==> config.mk <==
export PLATFORM = sky130hd
export DESIGN_NAME = eas_bus_ctrl
export DESIGN_NICKNAME = d
export VERILOG_FILES = /design/src/rtl/eas_pkg.sv /design/src/rtl/eas_bus_ctrl.sv /design/src/rtl/eas_strap_latch.sv
export SDC_FILE = /design/constraint.sdc
export NUM_CORES = 1
export LEC_CHECK = 0
export BUFFER_PORTS_ARGS = -buffer_cell sky130_fd_sc_hd__clkbuf_2
export CAP_MARGIN = 20
export CORE_UTILIZATION = 42
export CTS_CLUSTER_DIAMETER = 30
export DETAILED_ROUTE_END_ITERATION = 10
export HOLD_SLACK_MARGIN = 0.12
export PLACE_DENSITY = 0.73
export SLEW_MARGIN = 25
export SYNTH_ARGS = -nofsm -noshare
export SYNTH_HDL_FRONTEND = slang
export SYNTH_SLANG_ARGS = --single-unit
==> constraint.sdc <==
create_clock -name sys_clk -period 2.9 [get_ports sys_clk]
set_clock_uncertainty 0.05 [all_clocks]
set_input_delay 0.725 -clock sys_clk [delete_from_list [all_inputs] [get_ports sys_clk]]
set_output_delay 0.725 -clock sys_clk [all_outputs]
set_load 0.05 [all_outputs]
==> src/rtl/eas_pkg.sv <==
// package: constants and types for the external-access strap and bus strobe block
package eas_pkg;
   localparam int         ADDR_W          = 16;
   localparam int         DATA_W          = 16;
   // partition windows: special-purpose and program memory
   localparam logic [15:0] SP_PART_LO     = 16'h1F00;
   localparam logic [15:0] SP_PART_HI     = 16'h1FFF;
   localparam logic [15:0] PROG_PART_LO   = 16'h2000;
   localparam logic [15:0] PROG_PART_HI   = 16'h7FFF;
   // locations up to and including this are on-chip registers whatever the strap says
   localparam logic [15:0] ONCHIP_REG_HI  = 16'h03FF;
   // bus timing in sys_clk cycles
   localparam int          ADDR_PHASE_CYC = 1;
   localparam int          DATA_PHASE_CYC = 2;
   localparam logic [1:0]  PHASE_CNT_RST  = 2'h0;
   localparam logic        STRAP_RST      = 1'b1;
   typedef enum logic [1:0] {
      EAS_IDLE,
      EAS_ADDR,
      EAS_DATA,
      EAS_DONE
   } eas_bus_state_e;
endpackage : eas_pkg

==> src/rtl/eas_bus_ctrl.sv <==
// module: strap-steered memory routing and external bus cycle strobes
// Notes on behaviour
// strap level is captured only when reset is released, then held
// strap changes after release leave routing and mode untouched
// captured high: partition accesses go to on-chip memory
// captured low: partition accesses run an external bus cycle
// other locations route identically whatever the captured strap
// strap at programming voltage on release enters programming mode
// latch strobe high only during external cycles, never on-chip
// strobe opens each external cycle while address is on bus, when adv_mode is low
// outside latch captures address under strobe for data phase
// address phase drives address lines, data phase moves 8 or 16 bits
// address-valid mode: low for whole cycle, high once it ends
// on-chip partition accesses make no bus cycle and no strobe
module eas_bus_ctrl (
   // clock and control
   input  wire logic                       sys_clk,
   input  wire logic                       reset,
   input  wire logic                       clk_en,
   // strap pins
   input  wire logic                       ext_access_strap_n,
   input  wire logic                       programming_voltage,
   // pin configuration: 1 selects active-low address valid
   input  wire logic                       adv_mode,
   // cpu request
   input  wire logic                       cpu_req,
   input  wire logic                       cpu_write,
   input  wire logic                       cpu_wide,
   input  wire logic [eas_pkg::ADDR_W-1:0] cpu_addr,
   input  wire logic [eas_pkg::DATA_W-1:0] cpu_wdata,
   // cpu answer
   output logic                            cpu_busy,
   output logic                            cpu_ack,
   output logic                            cpu_onchip,
   output logic [eas_pkg::DATA_W-1:0]      cpu_rdata,
   // mode
   output logic                            prog_mode,
   // external bus
   input  wire logic [eas_pkg::DATA_W-1:0] muxed_addr_data_bus_in,
   output logic [eas_pkg::DATA_W-1:0]      muxed_addr_data_bus_out,
   output logic [eas_pkg::DATA_W-1:0]      muxed_addr_data_bus_oe,
   output logic                            ale,
   output logic                            addr_valid_n,
   output logic                            bus_read_n,
   output logic                            bus_write_n
);
   // strap value captured at release, held until reset is asserted again
   logic                    strap_q;
   eas_pkg::eas_bus_state_e state;
   eas_pkg::eas_bus_state_e next_state;
   logic [1:0]              cnt;
   logic [1:0]              next_cnt;
   logic                    wr;
   logic                    next_wr;
   logic                    wide;
   logic                    next_wide;
   logic [15:0]             wdata;
   logic [15:0]             next_wdata;
   logic                    in_sp;
   logic                    in_prog;
   logic                    in_ext_win;
   logic                    is_part;
   logic                    go_ext;
   logic                    next_busy;
   logic                    next_ack;
   logic                    next_onchip;
   logic [15:0]             next_rdata;
   logic [15:0]             next_out;
   logic [15:0]             next_oe;
   logic                    next_ale;
   logic                    next_advn;
   logic                    next_rdn;
   logic                    next_wrn;

   eas_strap_latch u_strap (
      .sys_clk      (sys_clk),
      .reset        (reset),
      .clk_en       (clk_en),
      .strap_level  (ext_access_strap_n),
      .strap_at_vpp (programming_voltage),
      .strap_q      (strap_q),
      .prog_mode    (prog_mode)
   );

   // partition decode; everything else keeps a fixed route
   always_comb begin
      in_sp      = (cpu_addr >= eas_pkg::SP_PART_LO) && (cpu_addr <= eas_pkg::SP_PART_HI);
      in_prog    = (cpu_addr >= eas_pkg::PROG_PART_LO) && (cpu_addr <= eas_pkg::PROG_PART_HI);
      // fixed external window between the on-chip registers and the partitions
      in_ext_win = (cpu_addr > eas_pkg::ONCHIP_REG_HI) && (cpu_addr < eas_pkg::SP_PART_LO);
      is_part    = in_sp || in_prog;
      if (is_part) begin
         go_ext = !strap_q;
      end else begin
         go_ext = in_ext_win;
      end
   end

   // one request at a time: address phase, data phase, then a turnaround
   always_comb begin
      next_state  = state;
      next_cnt    = cnt;
      next_wr     = wr;
      next_wide   = wide;
      next_wdata  = wdata;
      next_busy   = 1'b1;
      next_ack    = 1'b0;
      next_onchip = 1'b0;
      next_rdata  = cpu_rdata;
      next_out    = muxed_addr_data_bus_out;
      next_oe     = 16'h0000;
      next_ale    = 1'b0;
      next_advn   = 1'b1;
      next_rdn    = 1'b1;
      next_wrn    = 1'b1;
      unique case (state)
         eas_pkg::EAS_IDLE: begin
            next_busy = 1'b0;
            // programming mode shuts out normal cpu traffic
            if (cpu_req && !prog_mode) begin
               if (go_ext) begin
                  next_state = eas_pkg::EAS_ADDR;
                  next_cnt   = 2'(eas_pkg::ADDR_PHASE_CYC - 1);
                  next_wr    = cpu_write;
                  next_wide  = cpu_wide;
                  next_wdata = cpu_wdata;
                  next_out   = cpu_addr;
                  next_oe    = 16'hFFFF;
                  next_ale   = !adv_mode;
                  next_advn  = !adv_mode;
                  next_busy  = 1'b1;
               end else begin
                  // on-chip: answer at once, strobe and bus stay quiet
                  next_ack    = 1'b1;
                  next_onchip = 1'b1;
               end
            end
         end
         eas_pkg::EAS_ADDR: begin
            // address and strobe held for the whole address phase
            next_out  = muxed_addr_data_bus_out;
            next_oe   = 16'hFFFF;
            next_ale  = ale;
            next_advn = addr_valid_n;
            if (cnt != eas_pkg::PHASE_CNT_RST) begin
               next_cnt = cnt - 2'h1;
            end else begin
               next_state = eas_pkg::EAS_DATA;
               next_cnt   = 2'(eas_pkg::DATA_PHASE_CYC - 1);
               next_ale   = 1'b0;
               // narrow write drives only the low byte lanes
               next_out   = wide ? wdata : {8'h00, wdata[7:0]};
               next_oe    = wr ? (wide ? 16'hFFFF : 16'h00FF) : 16'h0000;
               next_rdn   = wr;
               next_wrn   = !wr;
            end
         end
         eas_pkg::EAS_DATA: begin
            next_advn = addr_valid_n;
            next_oe   = muxed_addr_data_bus_oe;
            next_rdn  = bus_read_n;
            next_wrn  = bus_write_n;
            if (cnt != eas_pkg::PHASE_CNT_RST) begin
               next_cnt = cnt - 2'h1;
            end else begin
               next_state = eas_pkg::EAS_DONE;
               // narrow read returns zero in the upper byte
               next_rdata = wide ? muxed_addr_data_bus_in
                                 : {8'h00, muxed_addr_data_bus_in[7:0]};
               next_ack   = 1'b1;
               next_advn  = 1'b1;
               next_oe    = 16'h0000;
               next_rdn   = 1'b1;
               next_wrn   = 1'b1;
            end
         end
         eas_pkg::EAS_DONE: begin
            // one idle cycle so the bus turns round before the next address
            next_state = eas_pkg::EAS_IDLE;
            next_busy  = 1'b0;
         end
      endcase
   end

   // reset wins over clk_en so a stalled clock still parks the bus
   always_ff @(posedge sys_clk) begin
      if (reset) begin
         state                   <= eas_pkg::EAS_IDLE;
         cnt                     <= eas_pkg::PHASE_CNT_RST;
         wr                      <= 1'b0;
         wide                    <= 1'b0;
         wdata                   <= 16'h0000;
         cpu_busy                <= 1'b0;
         cpu_ack                 <= 1'b0;
         cpu_onchip              <= 1'b0;
         cpu_rdata               <= 16'h0000;
         muxed_addr_data_bus_out <= 16'h0000;
         muxed_addr_data_bus_oe  <= 16'h0000;
         ale                     <= 1'b0;
         addr_valid_n            <= 1'b1;
         bus_read_n              <= 1'b1;
         bus_write_n             <= 1'b1;
      end else if (clk_en) begin
         state                   <= next_state;
         cnt                     <= next_cnt;
         wr                      <= next_wr;
         wide                    <= next_wide;
         wdata                   <= next_wdata;
         cpu_busy                <= next_busy;
         cpu_ack                 <= next_ack;
         cpu_onchip              <= next_onchip;
         cpu_rdata               <= next_rdata;
         muxed_addr_data_bus_out <= next_out;
         muxed_addr_data_bus_oe  <= next_oe;
         ale                     <= next_ale;
         addr_valid_n            <= next_advn;
         bus_read_n              <= next_rdn;
         bus_write_n             <= next_wrn;
      end
   end
endmodule : eas_bus_ctrl

==> src/rtl/eas_strap_latch.sv <==
// module: captures the strap levels on the release of reset
module eas_strap_latch (
   // clock and control
   input  wire logic sys_clk,
   input  wire logic reset,
   input  wire logic clk_en,
   // strap inputs
   input  wire logic strap_level,
   input  wire logic strap_at_vpp,
   // captured values
   output logic      strap_q,
   output logic      prog_mode
);
   logic reset_d;
   logic next_reset_d;
   logic next_strap_q;
   logic next_prog_mode;

   // sample exactly at the first enabled edge after reset falls
   always_comb begin
      next_reset_d   = reset;
      next_strap_q   = strap_q;
      next_prog_mode = prog_mode;
      if (reset_d && !reset) begin
         next_strap_q   = strap_level;
         next_prog_mode = strap_at_vpp;
      end
   end

   // values held until reset is asserted again, strap ignored otherwise
   always_ff @(posedge sys_clk) begin
      if (reset) begin
         reset_d   <= 1'b1;
         strap_q   <= eas_pkg::STRAP_RST;
         prog_mode <= 1'b0;
      end else if (clk_en) begin
         reset_d   <= next_reset_d;
         strap_q   <= next_strap_q;
         prog_mode <= next_prog_mode;
      end
   end
endmodule : eas_strap_latch

After elaboration in Yosys (flattened, before gate mapping)
Index checks and enable logic that the tools add are counted.
{ "totals": {"output_inout_bits": 56, "regBits": 80, "elab_cells": 103} }
{ "op_classes": {"mux": 44, "bitwise": 2, "n_addsub": 1, "reduce_logical": 24, "eq_ne": 8, "order_cmp": 6} }
{ "op_table": {"columns": ["cell", "count"], "rows": [
  ["16-bit 2-to-1 mux", 11],
  ["16-bit case mux with 3 select lines", 1],
  ["16-bit case mux with 2 select lines", 1],
  ["16-bit by 13-bit greater-or-equal comparator with 1-bit output (second input constant)", 1],
  ["16-bit by 14-bit greater-or-equal comparator with 1-bit output (second input constant)", 1],
  ["16-bit by 10-bit greater-than comparator with 1-bit output (second input constant)", 1],
  ["16-bit by 13-bit <= comparator with 1-bit output (second input constant)", 1],
  ["16-bit by 15-bit <= comparator with 1-bit output (second input constant)", 1],
  ["16-bit by 13-bit < comparator with 1-bit output (second input constant)", 1],
  ["2-bit 2-to-1 mux", 8],
  ["1-bit 2-to-1 mux", 15],
  ["5-bit AND reduction", 3],
  ["2-bit != test (second input constant)", 5],
  ["1-bit case mux with 2 select lines", 5],
  ["2-bit case mux with 4 select lines", 1],
  ["2-bit case mux with 3 select lines", 1],
  ["2-bit AND reduction", 3],
  ["3-bit AND reduction", 2],
  ["1-bit logical AND", 5],
  ["1-bit logical NOT", 5],
  ["2-bit == test (second input constant)", 2],
  ["4-bit AND reduction", 1],
  ["2-bit nonzero test", 2],
  ["1-bit case mux with 3 select lines", 1],
  ["6 further kinds", 7]
]} }

Longest topological paths before layout
{ "logic_depth": {"ltp_word": 7, "depth_mapped": 9, "mapped_depth_nobuf": 7} }

Hierarchy
From an unflattened synthesis, not the netlist that was laid out.
{ "hier_totals": {"hier_cells": 328, "area_unflattened_um2": 2881.5} }
{ "modules_own_cells": {"columns": ["mod", "cells_per_inst", "area_per_inst_um2", "n_inst"], "rows": [
  ["eas_bus_ctrl", 318, 2772.7, 1],
  ["eas_strap_latch", 10, 108.9, 1]
]} }

Least setup slack after synthesis
No wires, ideal clock.
{ "synth_timing": {"path_type": "input to register", "start": "input port cpu_addr[9] (netlist name)", "end": "register muxed_addr_data_bus_out[0] (netlist name)", "required_ps": 2716, "path_stages": 7, "path_slack_ps": 858, "arrival_time_ps": 1858, "path_cell_list": "nand4_1 -> a311o_1 -> a31o_1 -> buf_6 -> buf_12 -> a31oi_1 -> a211oi_1"} }
{ "synth_via": {"elab_chain_len": 6, "elab_cells_between_ends": 13, "classes_between": "order compare: 6; eq/ne: 1; mux: 1; reduce/logical: 5"} }
{ "synth_rtl": {"columns": ["item", "line_no", "text"], "rows": [
  ["start: declaration", "eas_bus_ctrl.sv:29", "input wire logic [eas_pkg::ADDR_W-1:0] cpu_addr,"],
  ["16-bit by 13-bit greater-or-equal comparator with 1-bit output (tied with other cells)", "eas_bus_ctrl.sv:87", "in_sp = (cpu_addr >= eas_pkg::SP_PART_LO) && (cpu_addr <= eas_pkg::SP_PART_HI);"],
  ["1-bit logical AND, on equally long branches", "eas_bus_ctrl.sv:87, eas_bus_ctrl.sv:88", null],
  ["1-bit logical OR", "eas_bus_ctrl.sv:91", "is_part = in_sp || in_prog;"],
  ["1-bit 2-to-1 mux (*)", "eas_bus_ctrl.sv:92", "if (is_part) begin"],
  ["2-bit != test (no line) (*)", null, null],
  ["5-bit AND reduction (no line) (*)", null, null],
  ["end signal: assignment", "eas_bus_ctrl.sv:213", "muxed_addr_data_bus_out <= next_out;"],
  ["end: declaration", "eas_bus_ctrl.sv:40", "output logic [eas_pkg::DATA_W-1:0] muxed_addr_data_bus_out,"]
]} }
Mark *: on every way between the ends. The rest lies on a longest branch, timed or not.
A chain may end at the register's enable or synchronous reset.

Worst setup path after layout
{ "layout_timing": {"start": "register state[0]", "end": "register muxed_addr_data_bus_out[6] (netlist name)"} }
{ "layout_via": {"elab_chain_len": 3, "elab_cells_between_ends": 8, "classes_between": "eq/ne: 4; mux: 1; reduce/logical: 3"} }
{ "layout_rtl": {"columns": ["item", "line_no", "text"], "rows": [
  ["start: declaration", "eas_bus_ctrl.sv:49", "eas_pkg::eas_bus_state_e state;"],
  ["start signal: assignment", "eas_bus_ctrl.sv:188", "state <= eas_pkg::EAS_IDLE;"],
  ["start signal: assignment", "eas_bus_ctrl.sv:204", "state <= next_state;"],
  ["2-bit by 1-bit == test with 1-bit output or 2-bit logical NOT (tied branches)", "eas_bus_ctrl.sv:116", "unique case (state)"],
  ["2-bit != test (no line) or 2-bit nonzero test (tied branches)", null, null],
  ["5-bit AND reduction (no line)", null, null]
]} }
Parallel ways exist; a longest one is shown, timed or not.

==> out/results.md <==
| Stage | Item | This run |
| --- | --- | --- |
| min path | Worst min-delay path class | flip-flop to flip-flop |
| synth | Average cell area after synthesis | 8.493 sq um |
| synth | Count of distinct cell types in the synthesized netlist | 44 |
| global routing | Global-route wire length before repair | 11,830 um |
| global routing | Pin count of the biggest net entering global routing | 36 |
| critical path | CP max FO | 35 |
| sta | Final-report hold violation count | 0 |
| power | Clock network power share | 0.335 |
| placement | Cell Count Post-Placement | 545 |
| power | Sequential power share | 0.463 |
| routing | Routed WL per cell | 13.81 um |
| clock network | Clock latency at the later pin of the worst-skew pair | 340 ps |
| finish | Filler-free cell count of the finished design | 559 |
| power | Combinational fraction of design power | 0.202 |
| global routing | GRT Total Usage | 0.1992 |
| die | Height of the die | 88.27 um |
| critical path | Buffers & Inverters on Critical Path | 2 |
| routing | Number of vias per cell after detailed routing | 5.168 |
| synth | Yosys top cell by area | dfxtp_1 |
| critical path | Critical-path top delay cell | dfxtp_1 |
| clock network | Number of sinks on the clock net | 66 |
| placement | Port buffer count | 112 |
| routing | 1st-pass router iterations | 5 |
| critical path | Sequence of cells on the critical path | inv_1, ha_1, nor2b_1, and2_1, a31o_1, buf_4, a31oi_1, a211oi_1 |
| sta | Max-slew violation count | 0 |
| global routing | Sum of overflow across all layers after global routing | 0 |
| clock network | Post-cts hold buffer count | 0 |
| finish | Number of antenna repair diodes | 0 |
| finish | Net total in the final layout | 520 |
| synth | #FFs+latches synth | 66 |
| critical path | Worst EP required | 3080 ps |
| clock network | Root Buffer | clkbuf_8 |
| power | Pleak | 1.755 nW |
| critical path | Critical path launch point type | flip-flop |
| synth | Cell area after synthesis | 0.003125 sq mm |
| power | Proportion of total power due to net switching | 0.3065 |
| critical path | Cell type group with the largest total delay on the critical path | compound AO/OA/AOI/OAI gates |
| routing | Via count | 2,889 |
| synth | Number of warnings issued by yosys | 0 |
| critical path | CP Class | flip-flop to flip-flop |
| run | Number of max-cap violations | 0 |
| power | Total power density per cell area | 551.8 mW/mm^2 |
| finish | Share of post-route cells with drive strength above 1 | 0.3065 |
| finish | Area overhead of the layout relative to synthesis | 20.58% |
| routing | Detailed Route Iter0 Violations | 137 |
| placement | Global placer's final weighted congestion | 0.8244 |
| sta | Final period util | 0.7413 |
| power | Pint | 1.442 mW |
| routing | Drt drc | 0 |
| sta | Final setup fails | 0 |
| sta | Fin crit period | 2150 ps |
| die | Core area | 0.007214 sq mm |
| synth | Share of synthesized area occupied by flip-flops and latches | 0.4227 |
| critical path | Crit path capture type | flip-flop |
| power | Power dissipated by switching net loads | 0.6374 mW |
| die | Die boundary width | 88.27 um |
| sta | Total negative slack for setup checks | 0 ps |
| die | Num ports | 113 |
| clock network | Number of buffers inserted during clock tree synthesis | 9 |
| synth | Post-synthesis cell count | 368 |
| routing | Final antenna-violating net count | 0 |
| clock network | Clock transition at the registers of the reported paths | 70 ps |
| synth | Net Count, Synth | 431 |
| sta | Worst Max-Slew Pin Slew | 630.4 ps |
| outcome | Status | complete, no violations |
| routing | Final wirelength | 7721 um |
| global routing | Number of antenna violations at the first check in global routing | 0 |
| critical path | Highest cell delay on the worst timing path | 400 ps |
| global routing | Via count of the first global-routing pass | 2,455 |
| sta | RSZ-0062 raised after global routing | no |
| die | Die area | 0.007791 sq mm |
| die | Number of core rows | 31 |
| clock network | Clock tree from TritonCTS | done |
| sta | Upper clock frequency limit | 465.2 MHz |
| finish | Final standard cell utilization of the core | 0.5224 |
| synth | Fraction of synthesized cell area taken by the top area cell type | 0.4227 |
| placement | Placed wire-length estimate | 5734 um |
| critical path | Data arrival time of the worst path | 2330 ps |
| die | Initial standard-cell utilization of the core | 0.4332 |
| clock network | Resize count post-CTS | 0 |
| clock network | Number of buffers added for setup after CTS | 0 |
| clock network | Deepest clock path buffer count | 2 |
| clock network | H-tree levels | 3 |
| sta | Worst slew slack as a fraction of its limit | 0.5786 |
| power | Worst-case vdd ir drop | 238.9 uV |
| synth | Most area-consuming cells after synthesis | dfxtp_1 42%, a21oi_1 6.6%, mux2i_1 5.8%, nor2_1 4.9%, nand2_1 4.2% |
[area by class of cell]
| cell class | count | area, sq um |
|---|---|---|
| well taps | 99 | 123.9 |
| multi-input cells | 236 | 1439 |
| repair buffers | 119 | 613.1 |
| fillers | 729 | 3446 |
| inverters | 25 | 93.84 |
| flip-flops and latches | 66 | 1321 |
| clock buffers | 12 | 165.2 |
| clock inverters | 2 | 12.51 |
[cell families after synthesis]
family                   count (synthesis)  synth area share
AND/OR/NAND/NOR                        110            0.1609
flip-flops                              66            0.4227
adder cells (fa/ha/maj)                  6           0.02402
multiplexers                            18           0.05765
buffers and inverters                   66            0.1169
AO/OA/AOI/OAI                          102            0.2178
[flip-flops by register name, summed over array words and instances (netlist names)]
register                 flops
state                        2
wdata                       16
cpu_rdata                   16
cpu_onchip                   1
bus_write_n                  1
wide                         1
muxed_addr_data_bus_oe       2
ale                          1
wr                           1
muxed_addr_data_bus_out     16
cpu_ack                      1
bus_read_n                   1
cnt                          2
u_strap.prog_mode            1
cpu_busy                     1
addr_valid_n                 1
u_strap.reset_d              1
u_strap.strap_q              1
[worst paths after layout]
| kind | from | endpoint | slack [ps] | depth (start not counted) |
|---|---|---|---|---|
| max | state[0] | muxed_addr_data_bus_out[6] | 750 | 8 |
| min | cpu_rdata[11] | cpu_rdata[11] | 400 | 2 |
| max reg2reg | state[0] | muxed_addr_data_bus_out[6] | 750 | 8 |
| min reg2reg | cpu_rdata[11] | cpu_rdata[11] | 400 | 2 |
[cells in the mapped netlist, drive strengths merged]
cell type / instances
nand4b: 1
nand2b: 6
o22ai: 1
o211ai: 1
nor2b: 3
nor2: 42
a31o: 1
a21o: 2
o41ai: 1
a311o: 1
dfxtp: 66
nand2: 35
or2: 1
a22o: 8
ha: 6
nand4: 4
a311oi: 3
inv: 25
a31oi: 16
nand3: 13
clkbuf: 17
and2: 1
o221a: 1
o21ai: 5
a21oi: 41
buf: 24
a2bb2oi: 1
and3: 1
a211o: 1
a2111oi: 1
or3: 1
nor3: 1
o32ai: 1
nand3b: 1
mux2i: 18
a211oi: 17
[tightest hold or removal path: stages (launching register included)]
cell,delay (ps)
dfxtp_1,310
nand2_1,50
a21oi_1,50
[layer usage]
| layer | GRT usage | routed length (um) | vias to the layer above |
|---|---|---|---|
| met3 | 0.03825 | 446 | 12 |
| met4 | 0.1026 | 141 | 0 |
| met5 | 0 | 0 | - |
| li1 | - | - | 1442 |
| met2 | 0.3084 | 3802 | 88 |
| met1 | 0.2647 | 3331 | 1347 |
[cells in the final DEF, fill, tap and decap left out, types with 8 or more instances in the layout]
| cell | instances |
|---|---|
| a211oi_1 | 16 |
| a21oi_1 | 41 |
| a22o_1 | 8 |
| a31oi_1 | 16 |
| clkbuf_2 | 112 |
| clkbuf_8 | 12 |
| dfxtp_1 | 66 |
| inv_1 | 24 |
| mux2i_1 | 18 |
| nand2_1 | 35 |
| nand3_1 | 13 |
| nor2_1 | 41 |
[through the flow]
step                      hold slack [ps]  area [sq um]  total power, mW  worst slack [ps]
after CTS                           403.0          3769            2.094             773.3
after global routing                427.1          3769            2.175             618.4
final                               404.2          3769            2.080             750.2
after detailed placement            393.3          3591            1.402             472.8
after global placement              388.5          3591            1.392             566.0
after floorplan                     385.4          3126            1.313             857.9
[power groups by stage]
stage | logic (mW) | registers, mW | clock network (mW)
CTS | 0.421 | 0.962 | 0.711
global route | 0.455 | 0.965 | 0.754
detailed placement | 0.419 | 0.983 | 0
finish | 0.421 | 0.962 | 0.697
global placement | 0.411 | 0.981 | 0
floorplan | 0.262 | 1.05 | 0
(Power assumes the default switching activity.)
